File: config.mk
export PLATFORM = sky130hd
export DESIGN_NAME = ipc_initiator_flat
export DESIGN_NICKNAME = d
export VERILOG_FILES = /design/src/core/ipc_pkg.sv /design/src/core/ipc_link_if.sv /design/src/core/ipc_fifo.sv /design/src/core/ipc_initiator.sv /design/src/flat_wrapper.sv
export SDC_FILE = /design/constraint.sdc
export NUM_CORES = 1
export LEC_CHECK = 0
export ABC_AREA = 1
export BUFFER_PORTS_ARGS = -buffer_cell sky130_fd_sc_hd__buf_2
export CAP_MARGIN = 25
export CORE_ASPECT_RATIO = 1.75
export CORE_MARGIN = 5
export CORE_UTILIZATION = 39
export CTS_CLUSTER_DIAMETER = 80
export DETAILED_ROUTE_END_ITERATION = 6
export SETUP_SLACK_MARGIN = 0.5
export SYNTH_ARGS = -nofsm -noshare
export SYNTH_HDL_FRONTEND = slang
export SYNTH_SLANG_ARGS = --single-unit
File: constraint.sdc
create_clock -name sys_clk -period 6.3 [get_ports sys_clk]
set_input_delay 1.26 -clock sys_clk [delete_from_list [all_inputs] [get_ports sys_clk]]
set_output_delay 1.26 -clock sys_clk [all_outputs]
set_load 0.05 [all_outputs]
File: src/core/ipc_pkg.sv
package ipc_pkg;
  // Link widths, all within the defined maxima
  localparam int ADDR_W = 32;
  localparam int DATA_W = 32;
  localparam int BE_W   = 4;
  localparam int LANE_W = 2;
  localparam int BYTE_W = 8;
  localparam int PLEN_W = 9;
  localparam int CLEN_W = 8;
  localparam int ID_W   = 8;
  localparam int TRD_W  = 4;
  localparam int LEN_W  = 16;
  localparam int STR_W  = 8;
  localparam int TMO_W  = 16;
  localparam int WAIT_W = 8;

  // Buffer and target storage
  localparam int FIFO_DEPTH = 8;
  localparam int MEM_WORDS  = 64;

  // Commands
  localparam logic [1:0] CMD_READ  = 2'h1;
  localparam logic [1:0] CMD_WRITE = 2'h2;

  // Walk constants
  localparam logic [LANE_W-1:0] LAST_LANE  = 2'h3;
  localparam logic [BE_W-1:0]   BE_ONE     = 4'h1;
  localparam logic [LEN_W-1:0]  LEN_ONE    = 16'h0001;
  localparam logic [PLEN_W-1:0] PLEN_ONE   = 9'h001;
  localparam logic [STR_W-1:0]  STR_CELL   = 8'h04;
  localparam logic [ADDR_W-1:0] CELL_BYTES = 32'h00000004;

  typedef enum logic [1:0] {ST_IDLE, ST_BUILD, ST_SEND} ipc_ini_st_t;
endpackage

File: src/core/ipc_link_if.sv
`timescale 1ns/1ps
interface ipc_link_if;
  // Request
  logic                        cmdval;
  logic                        cmdack;
  logic [1:0]                  cmd;
  logic [ipc_pkg::ADDR_W-1:0]  address;
  logic [ipc_pkg::BE_W-1:0]    be;
  logic [ipc_pkg::DATA_W-1:0]  wdata;
  logic [ipc_pkg::DATA_W-1:0]  exp_data;
  logic                        eop;
  logic [ipc_pkg::PLEN_W-1:0]  plen;
  logic [ipc_pkg::CLEN_W-1:0]  clen;
  logic                        contig;
  logic                        wrap;
  logic [ipc_pkg::ID_W-1:0]    srcid;
  logic [ipc_pkg::TRD_W-1:0]   trdid;
  logic [ipc_pkg::ID_W-1:0]    pktid;
  logic [ipc_pkg::STR_W-1:0]   str_step;
  logic [ipc_pkg::STR_W-1:0]   str_vlen;
  // Response
  logic                        rspval;
  logic                        rspack;
  logic [ipc_pkg::DATA_W-1:0]  rdata;
  logic                        reop;
  logic                        rerror;

  modport ini (
    output cmdval, cmd, address, be, wdata, exp_data, eop, plen, clen,
    output contig, wrap, srcid, trdid, pktid, str_step, str_vlen, rspack,
    input  cmdack, rspval, rdata, reop, rerror
  );
  modport tgt (
    input  cmdval, cmd, address, be, wdata, exp_data, eop, plen, clen,
    input  contig, wrap, srcid, trdid, pktid, str_step, str_vlen, rspack,
    output cmdack, rspval, rdata, reop, rerror
  );
endinterface

File: src/core/ipc_fifo.sv
`timescale 1ns/1ps
module ipc_fifo #(
  parameter int WIDTH = 8,
  parameter int DEPTH = 8
) (
  // Clock and reset
  input  wire logic             sys_clk,
  input  wire logic             nrst,
  // Fill side
  input  wire logic             in_valid,
  output logic                  in_ready,
  input  wire logic [WIDTH-1:0] in_data,
  // Drain side
  output logic                  out_valid,
  input  wire logic             out_ready,
  output logic [WIDTH-1:0]      out_data
);
  localparam int PW = $clog2(DEPTH);

  logic [WIDTH-1:0] mem [DEPTH];
  logic [PW:0]      wp_r;
  logic [PW:0]      rp_r;
  logic             push;
  logic             pop;

  // Depth must be a power of two
  assign in_ready  = !((wp_r[PW-1:0] == rp_r[PW-1:0]) && (wp_r[PW] != rp_r[PW]));
  assign out_valid = wp_r != rp_r;
  assign push      = in_valid && in_ready;
  assign pop       = out_valid && out_ready;
  assign out_data  = mem[rp_r[PW-1:0]];

  always_ff @(posedge sys_clk) begin
    if (push) begin
      mem[wp_r[PW-1:0]] <= in_data;
    end
  end

  always_ff @(posedge sys_clk or negedge nrst) begin
    if (!nrst) begin
      wp_r <= '0;
      rp_r <= '0;
    end else begin
      if (push) begin
        wp_r <= wp_r + 1'b1;
      end
      if (pop) begin
        rp_r <= rp_r + 1'b1;
      end
    end
  end
endmodule

File: src/core/ipc_initiator.sv
`timescale 1ns/1ps
module ipc_initiator #(
  parameter bit                  default_ack_supported = 1'b0,
  parameter bit                  STRIDE_PATTERN_EN     = 1'b0,
  parameter int                  TIMEOUT_CYC           = 1024,
  parameter logic [7:0]          SRC_ID                = 8'h01
) (
  // Clock and reset
  input  wire logic                        sys_clk,
  input  wire logic                        nrst,
  // Transfer request
  input  wire logic                        req_valid,
  output logic                             req_ready,
  input  wire logic                        req_read,
  input  wire logic [ipc_pkg::ADDR_W-1:0]  req_addr,
  input  wire logic [ipc_pkg::LEN_W-1:0]   req_tlen,
  input  wire logic [ipc_pkg::STR_W-1:0]   req_stride,
  input  wire logic [ipc_pkg::STR_W-1:0]   req_vlen,
  input  wire logic [ipc_pkg::PLEN_W-1:0]  req_plen,
  // Packed write bytes
  input  wire logic                        wr_valid,
  output logic                             wr_ready,
  input  wire logic [ipc_pkg::BYTE_W-1:0]  wr_byte,
  // Read return
  output logic                             rd_valid,
  output logic [ipc_pkg::DATA_W-1:0]       rd_data,
  output logic                             rd_last,
  output logic                             rd_err,
  // Status
  output logic                             done,
  output logic                             tmo_err,
  // Link
  ipc_link_if.ini                          lnk
);
  import ipc_pkg::*;

  ipc_ini_st_t        st_r;
  logic               rd_r;
  logic [STR_W-1:0]   stride_r;
  logic [STR_W-1:0]   vlen_r;
  logic [PLEN_W-1:0]  plenmax_r;
  logic [LEN_W-1:0]   left_r;
  logic [PLEN_W-1:0]  pk_rem_r;
  logic [PLEN_W-1:0]  pk_len_r;
  logic [LANE_W-1:0]  lane_r;
  logic [ADDR_W-1:0]  cadr_r;
  logic [STR_W-1:0]   ph_r;
  logic [ID_W-1:0]    pktid_r;
  logic [BE_W-1:0]    be_r;
  logic [DATA_W-1:0]  wd_r;
  logic               eop_r;
  logic [TMO_W-1:0]   tmo_r;
  logic               done_r;
  logic               tmo_err_r;
  logic               rd_valid_r;
  logic [DATA_W-1:0]  rd_data_r;
  logic               rd_last_r;
  logic               rd_err_r;

  logic               fb_valid;
  logic               fb_pop;
  logic [BYTE_W-1:0]  fb_byte;
  logic               start;
  logic               build;
  logic               en;
  logic               need;
  logic               stall;
  logic               last_byte;
  logic               pk_end;
  logic               cell_end;
  logic               skip;
  logic [BE_W-1:0]    be_now;
  logic [STR_W-1:0]   ph_inc;
  logic               acked;
  logic               tmo_hit;

  // Bytes of the next packet: rest of transfer, capped at the maximum
  function automatic logic [PLEN_W-1:0] pk_size(input logic [LEN_W-1:0]  left,
                                                input logic [PLEN_W-1:0] pmax);
    logic [LEN_W-1:0] wide;
    wide = {{(LEN_W-PLEN_W){1'b0}}, pmax};
    pk_size = (left < wide) ? left[PLEN_W-1:0] : pmax;
  endfunction

  ipc_fifo #(
    .WIDTH (BYTE_W),
    .DEPTH (FIFO_DEPTH)
  ) u_wbuf (
    .sys_clk   (sys_clk),
    .nrst      (nrst),
    .in_valid  (wr_valid),
    .in_ready  (wr_ready),
    .in_data   (wr_byte),
    .out_valid (fb_valid),
    .out_ready (fb_pop),
    .out_data  (fb_byte)
  );

  // Zero length or zero packet size is dropped
  assign start     = st_r == ST_IDLE && req_valid && req_tlen != '0 && req_plen != '0;
  assign req_ready = st_r == ST_IDLE;
  assign build     = st_r == ST_BUILD;
  assign en        = stride_r == '0 || ph_r < vlen_r;
  assign need      = build && en && !rd_r;
  assign stall     = need && !fb_valid;
  assign fb_pop    = need && fb_valid;
  assign last_byte = left_r == LEN_ONE;
  assign pk_end    = pk_rem_r == PLEN_ONE;
  assign cell_end  = lane_r == LAST_LANE || last_byte || pk_end;
  assign be_now    = en ? (be_r | (BE_ONE << lane_r)) : be_r;
  assign skip      = be_now == '0 && !last_byte && !pk_end;
  assign ph_inc    = ph_r + 1'b1;
  // Ack may come in the cycle of the request when the target offers it
  assign acked     = st_r == ST_SEND && lnk.cmdack;
  assign tmo_hit   = st_r == ST_SEND && !lnk.cmdack && tmo_r == TMO_W'(TIMEOUT_CYC - 1);

  always_ff @(posedge sys_clk or negedge nrst) begin
    if (!nrst) begin
      st_r <= ST_IDLE;
    end else begin
      unique case (st_r)
        ST_IDLE: begin
          if (start) begin
            st_r <= ST_BUILD;
          end
        end
        ST_BUILD: begin
          if (!stall && cell_end && !skip) begin
            st_r <= ST_SEND;
          end
        end
        ST_SEND: begin
          if (tmo_hit) begin
            st_r <= ST_IDLE;
          end else if (acked) begin
            st_r <= (eop_r && left_r == '0) ? ST_IDLE : ST_BUILD;
          end
        end
      endcase
    end
  end

  // Channel setup held for the whole chain
  always_ff @(posedge sys_clk or negedge nrst) begin
    if (!nrst) begin
      rd_r      <= 1'b0;
      stride_r  <= '0;
      vlen_r    <= '0;
      plenmax_r <= '0;
    end else if (start) begin
      rd_r      <= req_read;
      stride_r  <= req_stride;
      vlen_r    <= req_vlen;
      plenmax_r <= req_plen;
    end
  end

  // Byte walk over the target address space
  always_ff @(posedge sys_clk or negedge nrst) begin
    if (!nrst) begin
      left_r   <= '0;
      pk_rem_r <= '0;
      pk_len_r <= '0;
      lane_r   <= '0;
      cadr_r   <= '0;
      ph_r     <= '0;
      pktid_r  <= '0;
    end else if (start) begin
      left_r   <= req_tlen;
      pk_rem_r <= pk_size(req_tlen, req_plen);
      pk_len_r <= pk_size(req_tlen, req_plen);
      lane_r   <= req_addr[LANE_W-1:0];
      cadr_r   <= {req_addr[ADDR_W-1:LANE_W], {LANE_W{1'b0}}};
      ph_r     <= '0;
      pktid_r  <= '0;
    end else if (build && !stall) begin
      left_r   <= left_r - 1'b1;
      pk_rem_r <= pk_rem_r - 1'b1;
      lane_r   <= lane_r + 1'b1;
      if (stride_r == '0 || ph_inc == stride_r) begin
        ph_r <= '0;
      end else begin
        ph_r <= ph_inc;
      end
      if (cell_end && skip) begin
        cadr_r <= cadr_r + CELL_BYTES;
      end
    end else if (acked) begin
      if (lane_r == '0) begin
        cadr_r <= cadr_r + CELL_BYTES;
      end
      if (eop_r && left_r != '0) begin
        pk_rem_r <= pk_size(left_r, plenmax_r);
        pk_len_r <= pk_size(left_r, plenmax_r);
        pktid_r  <= pktid_r + 1'b1;
      end
    end
  end

  // Cell assembly from packed source bytes
  always_ff @(posedge sys_clk or negedge nrst) begin
    if (!nrst) begin
      be_r  <= '0;
      wd_r  <= '0;
      eop_r <= 1'b0;
    end else if (start) begin
      be_r <= '0;
      wd_r <= '0;
    end else if (build && !stall) begin
      be_r <= (cell_end && skip) ? '0 : be_now;
      if (fb_pop) begin
        wd_r[lane_r*BYTE_W +: BYTE_W] <= fb_byte;
      end
      if (cell_end) begin
        eop_r <= last_byte || pk_end;
      end
    end else if (acked) begin
      be_r <= '0;
      wd_r <= '0;
    end
  end

  always_ff @(posedge sys_clk or negedge nrst) begin
    if (!nrst) begin
      tmo_r <= '0;
    end else if (st_r != ST_SEND || acked) begin
      tmo_r <= '0;
    end else begin
      tmo_r <= tmo_r + 1'b1;
    end
  end

  always_ff @(posedge sys_clk or negedge nrst) begin
    if (!nrst) begin
      done_r    <= 1'b0;
      tmo_err_r <= 1'b0;
    end else begin
      done_r    <= acked && eop_r && left_r == '0;
      tmo_err_r <= tmo_hit;
    end
  end

  // Responses always taken
  always_ff @(posedge sys_clk or negedge nrst) begin
    if (!nrst) begin
      rd_valid_r <= 1'b0;
      rd_data_r  <= '0;
      rd_last_r  <= 1'b0;
      rd_err_r   <= 1'b0;
    end else begin
      rd_valid_r <= lnk.rspval;
      if (lnk.rspval) begin
        rd_data_r <= lnk.rdata;
        rd_last_r <= lnk.reop;
        rd_err_r  <= lnk.rerror;
      end
    end
  end

  // Request fields come from registers frozen in the send state, or are constants
  assign lnk.cmdval   = st_r == ST_SEND;
  assign lnk.cmd      = rd_r ? CMD_READ : CMD_WRITE;
  assign lnk.address  = cadr_r;
  assign lnk.be       = be_r;
  assign lnk.wdata    = wd_r;
  assign lnk.exp_data = '0;
  assign lnk.eop      = eop_r;
  assign lnk.plen     = pk_len_r;
  assign lnk.clen     = '0;
  assign lnk.contig   = stride_r <= STR_CELL;
  assign lnk.wrap     = 1'b0;
  assign lnk.srcid    = SRC_ID;
  assign lnk.trdid    = '0;
  assign lnk.pktid    = pktid_r;
  assign lnk.str_step = STRIDE_PATTERN_EN ? stride_r : '0;
  assign lnk.str_vlen = STRIDE_PATTERN_EN ? vlen_r : '0;
  // Default acknowledge takes every response at once; else ack what is shown
  assign lnk.rspack   = default_ack_supported ? 1'b1 : lnk.rspval;

  assign rd_valid = rd_valid_r;
  assign rd_data  = rd_data_r;
  assign rd_last  = rd_last_r;
  assign rd_err   = rd_err_r;
  assign done     = done_r;
  assign tmo_err  = tmo_err_r;
endmodule

File: src/flat_wrapper.sv
// flat-port wrapper written by rule: the top's interface ports become plain ports
module ipc_initiator_flat import ipc_pkg::*;
#(
  parameter bit                  default_ack_supported = 1'b0,
  parameter bit                  STRIDE_PATTERN_EN     = 1'b0,
  parameter int                  TIMEOUT_CYC           = 1024,
  parameter logic [7:0]          SRC_ID                = 8'h01
)
  (sys_clk, nrst, req_valid, req_ready, req_read, req_addr, req_tlen, req_stride, req_vlen, req_plen, wr_valid, wr_ready, wr_byte, rd_valid, rd_data, rd_last, rd_err, done, tmo_err, lnk_cmdval, lnk_cmd, lnk_address, lnk_be, lnk_wdata, lnk_exp_data, lnk_eop, lnk_plen, lnk_clen, lnk_contig, lnk_wrap, lnk_srcid, lnk_trdid, lnk_pktid, lnk_str_step, lnk_str_vlen, lnk_rspack, lnk_cmdack, lnk_rspval, lnk_rdata, lnk_reop, lnk_rerror);
  ipc_link_if lnk_i ();
  input  wire logic sys_clk;
  input  wire logic nrst;
  input  wire logic req_valid;
  output logic req_ready;
  input  wire logic req_read;
  input  wire logic [ipc_pkg::ADDR_W-1:0] req_addr;
  input  wire logic [ipc_pkg::LEN_W-1:0] req_tlen;
  input  wire logic [ipc_pkg::STR_W-1:0] req_stride;
  input  wire logic [ipc_pkg::STR_W-1:0] req_vlen;
  input  wire logic [ipc_pkg::PLEN_W-1:0] req_plen;
  input  wire logic wr_valid;
  output logic wr_ready;
  input  wire logic [ipc_pkg::BYTE_W-1:0] wr_byte;
  output logic rd_valid;
  output logic [ipc_pkg::DATA_W-1:0] rd_data;
  output logic rd_last;
  output logic rd_err;
  output logic done;
  output logic tmo_err;
  output wire logic [$bits(lnk_i.cmdval)-1:0] lnk_cmdval;
  output wire logic [$bits(lnk_i.cmd)-1:0] lnk_cmd;
  output wire logic [$bits(lnk_i.address)-1:0] lnk_address;
  output wire logic [$bits(lnk_i.be)-1:0] lnk_be;
  output wire logic [$bits(lnk_i.wdata)-1:0] lnk_wdata;
  output wire logic [$bits(lnk_i.exp_data)-1:0] lnk_exp_data;
  output wire logic [$bits(lnk_i.eop)-1:0] lnk_eop;
  output wire logic [$bits(lnk_i.plen)-1:0] lnk_plen;
  output wire logic [$bits(lnk_i.clen)-1:0] lnk_clen;
  output wire logic [$bits(lnk_i.contig)-1:0] lnk_contig;
  output wire logic [$bits(lnk_i.wrap)-1:0] lnk_wrap;
  output wire logic [$bits(lnk_i.srcid)-1:0] lnk_srcid;
  output wire logic [$bits(lnk_i.trdid)-1:0] lnk_trdid;
  output wire logic [$bits(lnk_i.pktid)-1:0] lnk_pktid;
  output wire logic [$bits(lnk_i.str_step)-1:0] lnk_str_step;
  output wire logic [$bits(lnk_i.str_vlen)-1:0] lnk_str_vlen;
  output wire logic [$bits(lnk_i.rspack)-1:0] lnk_rspack;
  input wire logic [$bits(lnk_i.cmdack)-1:0] lnk_cmdack;
  input wire logic [$bits(lnk_i.rspval)-1:0] lnk_rspval;
  input wire logic [$bits(lnk_i.rdata)-1:0] lnk_rdata;
  input wire logic [$bits(lnk_i.reop)-1:0] lnk_reop;
  input wire logic [$bits(lnk_i.rerror)-1:0] lnk_rerror;
  assign lnk_cmdval = lnk_i.cmdval;
  assign lnk_cmd = lnk_i.cmd;
  assign lnk_address = lnk_i.address;
  assign lnk_be = lnk_i.be;
  assign lnk_wdata = lnk_i.wdata;
  assign lnk_exp_data = lnk_i.exp_data;
  assign lnk_eop = lnk_i.eop;
  assign lnk_plen = lnk_i.plen;
  assign lnk_clen = lnk_i.clen;
  assign lnk_contig = lnk_i.contig;
  assign lnk_wrap = lnk_i.wrap;
  assign lnk_srcid = lnk_i.srcid;
  assign lnk_trdid = lnk_i.trdid;
  assign lnk_pktid = lnk_i.pktid;
  assign lnk_str_step = lnk_i.str_step;
  assign lnk_str_vlen = lnk_i.str_vlen;
  assign lnk_rspack = lnk_i.rspack;
  assign lnk_i.cmdack = lnk_cmdack;
  assign lnk_i.rspval = lnk_rspval;
  assign lnk_i.rdata = lnk_rdata;
  assign lnk_i.reop = lnk_reop;
  assign lnk_i.rerror = lnk_rerror;
  ipc_initiator #(.default_ack_supported(default_ack_supported), .STRIDE_PATTERN_EN(STRIDE_PATTERN_EN), .TIMEOUT_CYC(TIMEOUT_CYC), .SRC_ID(SRC_ID)) u_core (.sys_clk(sys_clk), .nrst(nrst), .req_valid(req_valid), .req_ready(req_ready), .req_read(req_read), .req_addr(req_addr), .req_tlen(req_tlen), .req_stride(req_stride), .req_vlen(req_vlen), .req_plen(req_plen), .wr_valid(wr_valid), .wr_ready(wr_ready), .wr_byte(wr_byte), .rd_valid(rd_valid), .rd_data(rd_data), .rd_last(rd_last), .rd_err(rd_err), .done(done), .tmo_err(tmo_err), .lnk(lnk_i));
endmodule
==> key figures <==
Setup path
  • Crit end category: flip-flop
  • Buf/Inv on CP: 2
  • Critical Path Source: u_core.u_wbuf.rp_r[1]$_DFFE_PN0P_
  • Worst setup path class: reg -> reg
  • R2R Setup Slk: 2.37 ns
  • Most numerous cell on the critical path: nand2_1
  • RR Startpoint: u_core.u_wbuf.rp_r[1]$_DFFE_PN0P_
  • Crit path max fanout: between 50 and 60
  • Reg2reg path depth: 12
  • Critical path's slowest cell: dfrtp_1
  • Critical Path, Cell by Cell: xor2_1 > nor2_1 > nand2_1 > nor2_2 > nand3_4 > nand2_8 > inv_2 > nand2_2 > nand2_1 > buf_16 > nand2_1 > nand2_1
  • CP arrival: approximately 4.4 ns
  • R2r endpoint: u_core.lnk.address[10]$_DFFE_PN0P_
  • CP max stage delay: just over 0.9 ns
  • CP Launch Type: flip-flop
  • CP delay by family, top: simple AND/OR/NAND/NOR gates
  • Required @ worst endpoint: 6.74 ns

Floorplanning
  • Starting Density: 39.4%
  • Rows: 95
  • Core area: 38400 sq um
  • Chip height: 271 um
  • Die ar.: between 40000 and 50000 sq um
  • I/O Pins: ~320
  • Die width: approximately 160 um

Synth
  • Post-synthesis compound-gate area fraction: slightly below 6%
  • Largest family of logic cells by synthesized area: simple AND/OR/NAND/NOR gates
  • Sequential fraction of the synthesis area: 47.1%
  • Synth unique cells: between 40 and 50
  • Synth top area share: about 34%
  • Avg Cell Area, Syn: 8.26 sq um
  • Simple-gate share of the synthesized area: 29.0%
  • Flops & latches, synth: around 270
  • Synth area leaders: dfrtp_1 (34%), edfxtp_1 (13%), nand2_1 (12%)
  • Fraction of registers with async set or reset after synthesis: 76.5%
  • Xor and xnor area share after synthesis: under 10%
  • Post-Syn Instances: around 1800
  • Main synth FF type: dfrtp_1
  • Mux contribution to synthesized area: approximately 2.5%
  • EDFF count, synth: 64
  • Syn Std Cell Area: between 15000 and 20000 sq um
  • Adder-Cell Fraction of Synth Area: between 3 and 4%
  • Area leader, netlist: dfrtp_1
  • Warnings from Yosys: 0

Placed design
  • # port buffers: between 200 and 250
  • Placed standard-cell area: between 15000 and 20000 sq um
  • Dpl ws: slightly below 2 ns
  • Cells after DPL: approximately 2500
  • Post-DP HPWL: between 30000 and 40000 um
  • GPL Wtd Cong: ~0.89

Power and ir drop
  • Cell Pwr Density: approximately 500 nW/um^2
  • Leakage: around 8.4 nW
  • VDD IR max: between 300 and 400 uV
  • Total power after layout: about 8.6 mW

GRT
  • Largest net degree at the start of global routing: 82
  • Global-route wire length before repair: approximately 70000 um
  • GRT Overall Usage: 19.8%
  • GR Overflow Total: 0
  • Vias in the first global route: 13100
  • Initial antenna violation count: 2

Finish
  • Share of cells above drive strength 1: 17.9%
  • Area Overhead vs Synth: 14.6%
  • Nets: 2201
  • Post-route insts no fill: 2546
  • Design area: roughly 17000 sq um

STA
  • Slew Viols, Final: 0
  • Fin. Hold Viols: 0
  • Worst slew pin tran: ~0.95 ns
  • Final Setup Violations: 0
  • Final Cycle Share: 62.3%
  • Final worst slack: 2.37 ns
  • Worst Skew: just over 0.01 ns
  • Setup TNS: 0 ns
  • RSZ-0062 raised after global routing: no
  • Slew margin rel.: 36.6%
  • FMAX: approximately 250 MHz
  • Final Critical Period: a little under 4 ns

CTS
  • Num CTS Buffers: 27
  • Clock transition at path regs: around 0.070 ns
  • Cts hold-fix bufs: 0
  • Clock Sinks: 272
  • Clk buf depth: 3
  • H-tree depth reported by CTS: 1
  • Post-CTS Resized: 0
  • CTS tree: built
  • CTS root buffer: clkbuf_16
  • Insertion delay to the later sink of the worst-skew pair: 0.55 ns
  • Setup Buffers After CTS: 0

Drt
  • Drt pass-1 iters: 7
  • Via density per instance: just over 5
  • Residual DRC: 2
  • Final WL: 44500 um
  • Post-route ant nets: 0
  • Initial DRC count: approximately 910
  • Post-DR wirelength/cell: around 17 um
  • Via count: between 10000 and 15000

Flow run
  • Max_cap viols: 0

Min path
  • Hold path depth: 1
  • Hold Crit Start: u_core.tmo_r[0]$_DFF_PN0_
  • Hold Path Class: reg -> reg
  • Hold EP: u_core.tmo_r[0]$_DFF_PN0_

Run status
  • Outcome: complete, but fails checks
  • Failing checks: DRC
[metal layers]
metal | GRT usage [%] | vias to the layer above | wire length, um
met4 | 7.93 | 0 | 1760
li1 | - | 6314 | -
met1 | 21.2 | 6106 | 16100
met3 | 3.76 | 100 | 2690
met2 | 37.8 | 439 | 23900
met5 | 0 | - | 0
[placed cells by master (no fill, tap or decap), types with 6 or more instances in the layout]
cell type / n
nand2_1: 497
buf_2: 248
dfrtp_1: 208
nor2_1: 199
nand3_1: 142
inv_1: 120
o21ai_0: 97
conb_1: 71
nand4_1: 66
edfxtp_1: 64
xor2_1: 42
ha_1: 37
mux2_2: 34
a21oi_1: 32
nor3_1: 30
clkbuf_16: 27
o211ai_1: 16
xnor2_1: 15
nand3b_1: 15
a31oi_1: 8
nor4_1: 6
or2_2: 6
clkbuf_1: 6
clkbuf_8: 6
buf_4: 6
[cell families after synthesis]
logic type,after synthesis
mux,34
simple gates,994
flops,272
buf+inv,274
xor+xnor,57
other cells,2
compound gates,163
fa+ha+maj,37
[worst max path at each step]
stage / end / slack, ns / cells past startpoint
after global routing: u_core.lnk.address[28]$_DFFE_PN0P_ / 2.10 / 12
after floorplan: u_core.lnk.address[10]$_DFFE_PN0P_ / 3.60 / 11
after CTS: u_core.lnk.address[10]$_DFFE_PN0P_ / 1.95 / 11
final: u_core.lnk.address[10]$_DFFE_PN0P_ / 2.37 / 12
after detailed placement: u_core.lnk.address[10]$_DFFE_PN0P_ / 1.96 / 11
after global placement: u_core.lnk.address[30]$_DFFE_PN0P_ / 2.12 / 11
[worst register-to-register path: stages (launching register included)]
cell,delay [ns]
dfrtp_1,0.91
xor2_1,0.15
nor2_1,0.18
nand2_1,0.08
nor2_2,0.20
nand3_4,0.21
nand2_8,0.35
inv_2,0.31
nand2_2,0.62
nand2_1,0.36
buf_16,0.29
nand2_1,0.10
nand2_1,0.05
[sequential cells by signal, summed over array words and instances (netlist names), 9 cells and up]
name,count
u_core.lnk.wdata,32
u_core.rd_data,32
u_core.left_r,16
u_core.pk_rem_r,9
u_core.lnk.plen,9
u_core.plenmax_r,9
u_core.lnk.address,30
u_core.u_wbuf.mem,64
u_core.tmo_r,16
[final cells by class]
class	instances	area, sq um
antenna	1	2.50
clock buffer	40	788
clock inverter	7	110
fill	3884	21100
inverter	129	487
multi-input combinational	1356	6890
sequential	272	7130
tap	485	607
timing repair buffer	256	1330
[Yosys cell counts (all sizes together) (5+ instances only)]
master	n
nand2	505
dfrtp	208
nor2	204
nand3	149
inv	126
buf	121
o21ai	102
nand4	66
edfxtp	64
xor2	42
ha	37
mux2	34
a21oi	32
nor3	32
clkbuf	24
o211ai	17
nand3b	15
xnor2	15
a31oi	8
nor4	8
or2	7
nor3b	5
[power breakdown]
group | switching, mW | internal (mW)
clock | 0.694 | 0.982
sequential | 0.477 | 2.29
combinational | 3.06 | 1.09
[metrics by stage]
step	hold slack [ns]	util, %
after floorplan	0.433	-
after global placement	0.446	42.7
after detailed placement	0.455	42.7
after CTS	0.472	45.1
after global routing	0.488	45.2
final	0.465	45.2
(Power assumes the default switching activity.)
